`src/include/swr_defs.svh`:
```
`ifndef SWR_DEFS_SVH
`define SWR_DEFS_SVH

// ==========================================================
// Clock and timing figures
`define SWR_CLK_HZ       100000000
`define SWR_RESET_MS     700
`define SWR_TIMEOUT_MS   700
`define SWR_STROBE_NS    500
`define SWR_OVR_DEB_NS   10000

// ==========================================================
// Register byte offsets
`define SWR_CTRL_OFS     4'h0
`define SWR_STAT_OFS     4'h4
`define SWR_WDT_OFS      4'h8
`define SWR_TIMER_OFS    4'hc

// ==========================================================
// Field positions
`define SWR_CTRL_WDT_EN  0
`define SWR_CTRL_FORCE   1
`define SWR_ST_DRIVE     0
`define SWR_ST_SUPPLY    1
`define SWR_ST_RUN       2
`define SWR_ST_WDT_EVT   8
`define SWR_ST_OVR_EVT   9
`define SWR_ST_PWR_EVT   10
`define SWR_ST_SW_EVT    11

// ==========================================================
// Reset values
`define SWR_WDT_EN_RST   1'b1
`define SWR_PINS_RST     3'h1

`endif

```
`src/include/swr_pkg.sv`:
```
`default_nettype none

package swr_pkg;

   typedef enum logic [2:0]
   {
      SWR_POWER = 3'h1,
      SWR_HOLD  = 3'h2,
      SWR_RUN   = 3'h4
   } swr_fsm_type;

   typedef struct packed
   {
      logic supply_ok;
      logic strobe_lvl;
      logic pin_high;
   } swr_pins_type;

   typedef struct packed
   {
      swr_pins_type s1;
      swr_pins_type s2;
   } swr_sync_type;

   typedef struct packed
   {
      logic wdt;
      logic ovr;
      logic pwr;
      logic sw;
   } swr_evt_type;

   typedef struct packed
   {
      swr_fsm_type fsm;
      logic        drive;
      logic [31:0] timer;
      logic [31:0] wdt;
      logic [15:0] strb_cnt;
      logic [15:0] ovr_cnt;
      logic        wdt_en;
      swr_evt_type evt;
      logic        ack;
      logic [31:0] rdata;
   } swr_state_type;

endpackage : swr_pkg

`default_nettype wire

```
`src/rtl/swr_sync.sv`:
```
`include "swr_defs.svh"
`default_nettype none

module swr_sync
   import swr_pkg::*;
(
   input  wire logic         clk_in,
   input  wire logic         srst_in,
   input  wire logic         ce_in,
   input  wire swr_pins_type pins_in,
   output var swr_pins_type  pins_out
);

   swr_sync_type st_reg;
   swr_sync_type st_next;

   // First stage feeds only the second stage
   always_comb
   begin
      st_next.s1 = pins_in;
      st_next.s2 = st_reg.s1;
   end

   always_ff @(posedge clk_in)
   begin
      if (srst_in)
      begin
         st_reg <= {`SWR_PINS_RST, `SWR_PINS_RST};
      end
      else if (ce_in)
      begin
         st_reg <= st_next;
      end
   end

   assign pins_out = st_reg.s2;

endmodule : swr_sync

`default_nettype wire

```
`src/rtl/swr_supervisor.sv`:
```
// Chosen here: register access over Avalon-MM and the register offsets.
`include "swr_defs.svh"
`default_nettype none

// Notes on behaviour
// Low supply drives the pin low at once.
// Pin is low from power application (reset) onward.
// Pin stays low for the reset time after supply recovers.
// Pin is open drain: only pulled low, otherwise released.
// Strobe level on the released pin clears the watchdog.
// Processor holds each strobe for at least 500 ns.
// Missing strobe for a timeout period starts a reset.
// Timeout is nominally 700 ms from last strobe or release.
// Watchdog reset pulse lasts the 500..900 ms reset time.
// Repeated pulses follow each timeout until a strobe comes.
// External low on the pin is taken as a reset request.
// Processor strobes within every timeout period.
// Pin is held low during supply ramp down too.
// External low is debounced and stretched to a full pulse.
// Durations come from clock counters; watchdog restarts.
// In run, only the strobe comparator or a low wdt_en clears the watchdog.
module swr_supervisor
   import swr_pkg::*;
#(
   parameter int unsigned RESET_CYCLES   =
      `SWR_RESET_MS * (`SWR_CLK_HZ / 1000),
   parameter int unsigned TIMEOUT_CYCLES =
      `SWR_TIMEOUT_MS * (`SWR_CLK_HZ / 1000)
)
(
   input  wire logic        clk_in,
   input  wire logic        srst_in,
   input  wire logic        ce_in,
   input  wire logic        supply_ok_in,
   input  wire logic        strobe_low_level_in,
   input  wire logic        reset_strobe_pin_in,
   output logic             reset_strobe_pin_out,
   output logic             reset_strobe_pin_oe_out,
   input  wire logic [3:0]  avs_address_in,
   input  wire logic        avs_read_in,
   input  wire logic        avs_write_in,
   input  wire logic [31:0] avs_writedata_in,
   input  wire logic [3:0]  avs_byteenable_in,
   output logic [31:0]      avs_readdata_out,
   output logic             avs_waitrequest_out
);

   // =======================================================
   // Derived counts
   localparam int unsigned STROBE_CYC =
      `SWR_STROBE_NS * (`SWR_CLK_HZ / 1000000) / 1000;
   localparam int unsigned OVR_CYC =
      `SWR_OVR_DEB_NS * (`SWR_CLK_HZ / 1000000) / 1000;
   // Half the least strobe, so sync jitter cannot miss one
   localparam logic [15:0] STROBE_FILT = 16'(STROBE_CYC / 2);
   localparam logic [15:0] OVR_FILT    = 16'(OVR_CYC);
   localparam logic [31:0] RESET_LAST  = 32'(RESET_CYCLES - 1);
   localparam logic [31:0] WDT_LAST    = 32'(TIMEOUT_CYCLES - 1);

   if (RESET_CYCLES < 2 || TIMEOUT_CYCLES < 2 ||
       STROBE_CYC / 2 < 1 || OVR_CYC < 1 || OVR_CYC > 65535)
   begin : g_bad_param
      $error("swr_supervisor: unusable timing parameters");
   end

   // =======================================================
   // Filter step shared by strobe and override detectors
   function automatic logic [15:0] filt_step
   (
      input logic [15:0] cnt,
      input logic        lvl,
      input logic [15:0] lim
   );
      logic [15:0] res;
      res = 16'h0;
      if (lvl)
      begin
         res = (cnt == lim) ? cnt : cnt + 16'h1;
      end
      return res;
   endfunction : filt_step

   // =======================================================
   // Pin sensing
   swr_pins_type pins_raw;
   swr_pins_type pins_s;

   assign pins_raw.supply_ok  = supply_ok_in;
   assign pins_raw.strobe_lvl = strobe_low_level_in;
   assign pins_raw.pin_high   = reset_strobe_pin_in;

   swr_sync u_sync
   (
      .clk_in   (clk_in),
      .srst_in  (srst_in),
      .ce_in    (ce_in),
      .pins_in  (pins_raw),
      .pins_out (pins_s)
   );

   swr_state_type st_reg;
   swr_state_type st_next;

   logic strobe_lvl;
   logic ovr_lvl;
   logic strobe_hit;
   logic ovr_hit;
   logic req;
   logic acc;
   logic wr_go;
   logic force_req;

   // Own drive pulls the pin low, so sense only when released
   assign strobe_lvl = ~st_reg.drive & pins_s.strobe_lvl
                       & pins_s.pin_high;
   assign ovr_lvl    = ~st_reg.drive & ~pins_s.pin_high;
   assign strobe_hit = strobe_lvl &
                       (st_reg.strb_cnt == STROBE_FILT - 16'h1);
   assign ovr_hit    = ovr_lvl &
                       (st_reg.ovr_cnt == OVR_FILT - 16'h1);

   // =======================================================
   // Avalon slave: one wait state per access
   assign req   = avs_read_in | avs_write_in;
   assign acc   = req & ~st_reg.ack;
   assign wr_go = avs_write_in & st_reg.ack;
   assign force_req = wr_go & avs_byteenable_in[0] &
                      (avs_address_in == `SWR_CTRL_OFS) &
                      avs_writedata_in[`SWR_CTRL_FORCE];

   // Frozen clock enable keeps the master waiting
   assign avs_waitrequest_out = req & ~(st_reg.ack & ce_in);
   assign avs_readdata_out    = st_reg.rdata;

   // =======================================================
   // Next state
   always_comb
   begin
      st_next     = st_reg;
      st_next.ack = acc;

      if (acc && avs_read_in)
      begin
         st_next.rdata = 32'h0;
         unique case (avs_address_in)
            `SWR_CTRL_OFS:
            begin
               st_next.rdata[`SWR_CTRL_WDT_EN] = st_reg.wdt_en;
            end
            `SWR_STAT_OFS:
            begin
               st_next.rdata[`SWR_ST_DRIVE]   = st_reg.drive;
               st_next.rdata[`SWR_ST_SUPPLY]  = pins_s.supply_ok;
               st_next.rdata[`SWR_ST_RUN]     =
                  (st_reg.fsm == SWR_RUN);
               st_next.rdata[`SWR_ST_WDT_EVT] = st_reg.evt.wdt;
               st_next.rdata[`SWR_ST_OVR_EVT] = st_reg.evt.ovr;
               st_next.rdata[`SWR_ST_PWR_EVT] = st_reg.evt.pwr;
               st_next.rdata[`SWR_ST_SW_EVT]  = st_reg.evt.sw;
            end
            `SWR_WDT_OFS:
            begin
               st_next.rdata = st_reg.wdt;
            end
            `SWR_TIMER_OFS:
            begin
               st_next.rdata = st_reg.timer;
            end
            default:
            begin
               st_next.rdata = 32'h0;
            end
         endcase
      end

      if (wr_go && avs_byteenable_in[0] &&
          avs_address_in == `SWR_CTRL_OFS)
      begin
         st_next.wdt_en = avs_writedata_in[`SWR_CTRL_WDT_EN];
      end

      // Clear first, so an event in the same cycle wins
      if (wr_go && avs_byteenable_in[1] &&
          avs_address_in == `SWR_STAT_OFS)
      begin
         st_next.evt.wdt = st_reg.evt.wdt &
                           ~avs_writedata_in[`SWR_ST_WDT_EVT];
         st_next.evt.ovr = st_reg.evt.ovr &
                           ~avs_writedata_in[`SWR_ST_OVR_EVT];
         st_next.evt.pwr = st_reg.evt.pwr &
                           ~avs_writedata_in[`SWR_ST_PWR_EVT];
         st_next.evt.sw  = st_reg.evt.sw &
                           ~avs_writedata_in[`SWR_ST_SW_EVT];
      end

      st_next.strb_cnt = filt_step(st_reg.strb_cnt, strobe_lvl,
                                   STROBE_FILT);
      st_next.ovr_cnt  = filt_step(st_reg.ovr_cnt, ovr_lvl,
                                   OVR_FILT);

      unique case (st_reg.fsm)
         SWR_POWER:
         begin
            st_next.drive = 1'b1;
            st_next.timer = 32'h0;
            st_next.fsm   = SWR_HOLD;
         end
         SWR_HOLD:
         begin
            st_next.drive = 1'b1;
            st_next.timer = st_reg.timer + 32'h1;
            if (st_reg.timer == RESET_LAST)
            begin
               st_next.fsm   = SWR_RUN;
               st_next.drive = 1'b0;
               st_next.timer = 32'h0;
               st_next.wdt   = 32'h0;
            end
         end
         SWR_RUN:
         begin
            if (ovr_hit || force_req)
            begin
               st_next.fsm     = SWR_HOLD;
               st_next.drive   = 1'b1;
               st_next.timer   = 32'h0;
               st_next.evt.ovr = st_next.evt.ovr | ovr_hit;
               st_next.evt.sw  = st_next.evt.sw | force_req;
            end
            else if (strobe_hit || !st_reg.wdt_en)
            begin
               st_next.wdt = 32'h0;
            end
            else if (st_reg.wdt == WDT_LAST)
            begin
               st_next.fsm     = SWR_HOLD;
               st_next.drive   = 1'b1;
               st_next.timer   = 32'h0;
               st_next.evt.wdt = 1'b1;
            end
            else
            begin
               st_next.wdt = st_reg.wdt + 32'h1;
            end
         end
         default:
         begin
            st_next.fsm   = SWR_POWER;
            st_next.drive = 1'b1;
         end
      endcase

      // Supply loss overrides everything, ramp up and down
      if (!pins_s.supply_ok)
      begin
         st_next.fsm     = SWR_POWER;
         st_next.drive   = 1'b1;
         st_next.timer   = 32'h0;
         st_next.wdt     = 32'h0;
         st_next.evt.pwr = 1'b1;
      end
   end

   always_ff @(posedge clk_in)
   begin
      if (srst_in)
      begin
         st_reg        <= '0;
         st_reg.fsm    <= SWR_POWER;
         st_reg.drive  <= 1'b1;
         st_reg.wdt_en <= `SWR_WDT_EN_RST;
      end
      else if (ce_in)
      begin
         st_reg <= st_next;
      end
   end

   // =======================================================
   // Open-drain pin
   assign reset_strobe_pin_out    = 1'b0;
   assign reset_strobe_pin_oe_out = st_reg.drive | srst_in |
                                    ~pins_s.supply_ok;
endmodule : swr_supervisor

`default_nettype wire

```
`config.mk`:
```
export PLATFORM = sky130hd
export DESIGN_NAME = swr_supervisor
export DESIGN_NICKNAME = d
export VERILOG_FILES = /design/src/include/swr_pkg.sv /design/src/rtl/swr_sync.sv /design/src/rtl/swr_supervisor.sv
export VERILOG_INCLUDE_DIRS = /design/src /design/src/include
export SDC_FILE = /design/constraint.sdc
export NUM_CORES = 1
export LEC_CHECK = 0
export ABC_AREA = 1
export BUFFER_PORTS_ARGS = -buffer_cell sky130_fd_sc_hd__buf_2
export CORE_UTILIZATION = 61
export CTS_CLUSTER_DIAMETER = 50
export DETAILED_ROUTE_END_ITERATION = 8
export GPL_TIMING_DRIVEN = 0
export PLACE_DENSITY = 0.88
export SETUP_SLACK_MARGIN = 0.2
export SYNTH_ARGS = -nofsm -noshare
export SYNTH_HDL_FRONTEND = slang
export SYNTH_SLANG_ARGS = --single-unit
```
`constraint.sdc`:
```
create_clock -name clk_in -period 2.55 [get_ports clk_in]
set_input_delay 0.51 -clock clk_in [delete_from_list [all_inputs] [get_ports clk_in]]
set_output_delay 0.51 -clock clk_in [all_outputs]
set_load 0.1 [all_outputs]
```
==> impl_results.md <==
* Met3 Resource Use GR at between 6 and 7%
* Cell Area, Synth at 9500 um2
* Setup TNS at 0 ns
* Finished Layout Cells at 1853
* Share of cells above drive strength 1 at between 10 and 15%
* I/O pins at 83
* Max Clock Skew at 0.00728 ns
* Rows at 45
* Antenna Nets Post-Route at 0
* Reg2Reg Depth at 13
* Largest register FFs at around 110
* H-tree Lvls at 4
* Vias per cell at 5.78
* Startpoint Class: flop
* YS warnings at 0
* Final hold vios at 0
* Initial DRC count at 1473
* Count of hold-fix buffers inserted at cts at 0
* Routability cong. at 0.999
* Most common cell after layout, fill and taps aside: nand2_1
* F_max at 433 MHz
* HP Class: input port to flop
* Nets at 1707
* Root Buffer: clkbuf_16
* Overall via count from detail_route at between 10000 and 15000
* Grt ovf at 0
* Hpwl dp at ~22 mm
* Die area at 16100 um2
* Slew HR at 24.4%
* Clk_lat worst skew at around 0.44 ns
* RSZ-0062 raised after global routing: false
* Buffers on Ports at 53
* CP endpoint kind: flop
* Worst hold path cell count at 3
* Most Crowded Layer GR: met2
* Largest vdd supply drop at 0.511 mV
* Crit path max-delay cell type: dfxtp_2
* CP Class: flop to flop
* Clock buffer depth at 2
* Initial antenna violation count at 0
* Synth Instances at 1574
* Status: finished clean
* Req. time, crit path at 2.88 ns
* Syn_nets at about 1600
* Global-route wire length before repair at about 47 mm
* Most frequent cells in the layout: nand2_1, nor2_1, inv_1, nand3_1, dfxtp_1
* Die height at 127 um
* GRT Util Overall at between 30% and 40%
* Clock Pin Slew Worst Setup and Hold Paths at 0.07 ns
* N_diodes at 0
* Crit share post-route at about nine tenths
* Arr. time, crit path at roughly 2.6 ns
* M1 GR Usage at 49.0%
* DRT Pass-1 Iters at 6
* Most frequent cell on the critical path: nand2_2
* Area growth, synth to finish at 12.6%
* #FFs+latches synth at around 140
* Die width at 127 um
* Grt met2 use at between 50% and 60%
* Largest net degree at the start of global routing at 17
* Count of cell types in the netlist at 44
* DRC viols at 0
* Max_cap viols at 0
* PwrDens at 540 nW/um2
* Minimum clock period at 2.31 ns
* Initial core utilization at a little over three fifths
* Seq/Total Area, Yosys at a little under a third
* Drt total wl at 29.7 mm
* WL/cell at 16.0 um
* Critical path fanouts, max at 10
* Worst slew pin tran at 1.12 ns
* CTS sink cnt at about 140
* Cells along the critical path: ha_1, nand2_1, nor2_4, inv_2, nor2_2, nand3_1, nand2_2, nand2_2, inv_4, nand2_8, buf_6, o21ai_0, nor2_1
* CTS Buf Count at 17
* Pleak at around 0.0044 uW
* # setup viols final at 0
* Placed insts at 1815
* Final Max Slew Viols at 0
* Core Box Area at 15200 um2
* Fillcell total at 1305
* Vias in the first global route at 9470
* Mean Syn Cell Area at 6.03 um2
* Critical Path Max Stage Delay at 0.41 ns
* CTS tree: done
[worst max-delay path, delay by kind of cell, from the launching register on]
family	cells	cell delay [ns]
AO/OA/AOI/OAI	1	0.16
adder cells (fa/ha/maj)	1	0.19
buffers and inverters	3	0.39
flip-flops	1	0.41
AND/OR/NAND/NOR	8	1.04
[stage by stage]
step	worst slack, ns	instance area [um2]	hold WS, ns	utilization [%]	total power, uW
2_1_floorplan	0.363	9500	0.429	-	2970
3_3_place_gp	0.115	10000	0.440	65.8	3140
3_5_place_dp	0.0971	10000	0.455	65.8	3150
4_1_cts	0.211	10600	0.285	69.8	5750
5_1_grt	0.161	10700	0.283	70.4	5920
6_report	0.241	10700	0.281	70.4	5780
[cell type report]
class / count / area, um2 / area share, %
inverter: 202 / 761 / 7.11
clock inverter: 15 / 183 / 1.71
tap: 188 / 235 / 2.20
clock buffer: 17 / 425 / 3.98
buffer: 85 / 520 / 4.87
timing repair buffer: 59 / 310 / 2.90
multi-input combinational: 1143 / 5380 / 50.3
sequential: 144 / 2890 / 27.0
[path summary, 6_finish.rpt]
path	startpoint	end	slack (ns)
max	st_reg[102]$_SDFFE_PP0P_	st_reg[79]$_SDFFE_PP0P_	0.24
min	reset_strobe_pin_in	u_sync.st_next[0]$_SDFFE_PP1P_	0.28
max reg2reg	st_reg[102]$_SDFFE_PP0P_	st_reg[79]$_SDFFE_PP0P_	0.24
min reg2reg	avs_readdata_out[0]$_SDFFE_PP0P_	avs_readdata_out[0]$_SDFFE_PP0P_	0.47
[Yosys cell counts (all sizes together)]
cell type / instances / share of area, %
a211oi: 3 / 0.24
or2: 2 / 0.13
a31oi: 2 / 0.13
xnor2: 1 / 0.092
nand4: 26 / 1.7
nor4: 2 / 0.13
a21oi: 78 / 4.5
nand3: 163 / 8.6
a22oi: 1 / 0.079
dfxtp: 144 / 30
nor3b: 4 / 0.32
o21ai: 73 / 3.9
conb: 1 / 0.039
ha: 7 / 0.92
buf: 58 / 4.3
xor2: 16 / 1.5
and2: 1 / 0.066
nor3: 37 / 1.9
inv: 199 / 7.9
clkinv: 3 / 0.13
o211ai: 3 / 0.24
o21bai: 1 / 0.079
nand3b: 5 / 0.40
o221ai: 26 / 2.4
nand2: 378 / 16
clkbuf: 27 / 1.1
nor2: 312 / 13
a311o: 1 / 0.11
[routing by layer]
metal / share of wire, % / routed length (um)
met2: 45 / 13500
met5: 0 / 0
met4: 4.6 / 1360
met3: 10 / 3060
met1: 40 / 11800
[repair_timing]
| action | 4_1_cts | 5_1_grt |
|---|---|---|
| setup endpoints to repair | 31 | 71 |
| pin swaps | 0 | 3 |
| setup buffers | 0 | 6 |
| resized for setup | 4 | 11 |
[power breakdown]
part | total (uW) | internal (uW) | switching [uW]
clock | 2650 | 1550 | 1100
sequential | 2390 | 2320 | 75.0
combinational | 739 | 193 | 547
[logic make-up after synthesis]
group	count (synthesis)	share of synthesized area, %
AND/OR/NAND/NOR	930	42.0
buffers and inverters	287	13.4
AO/OA/AOI/OAI	188	11.7
XOR/XNOR	17	1.57
flip-flops	144	30.4
adder cells (fa/ha/maj)	7	0.922
other	1	0.0395
Note: power is estimated with default switching activity, not from simulation.
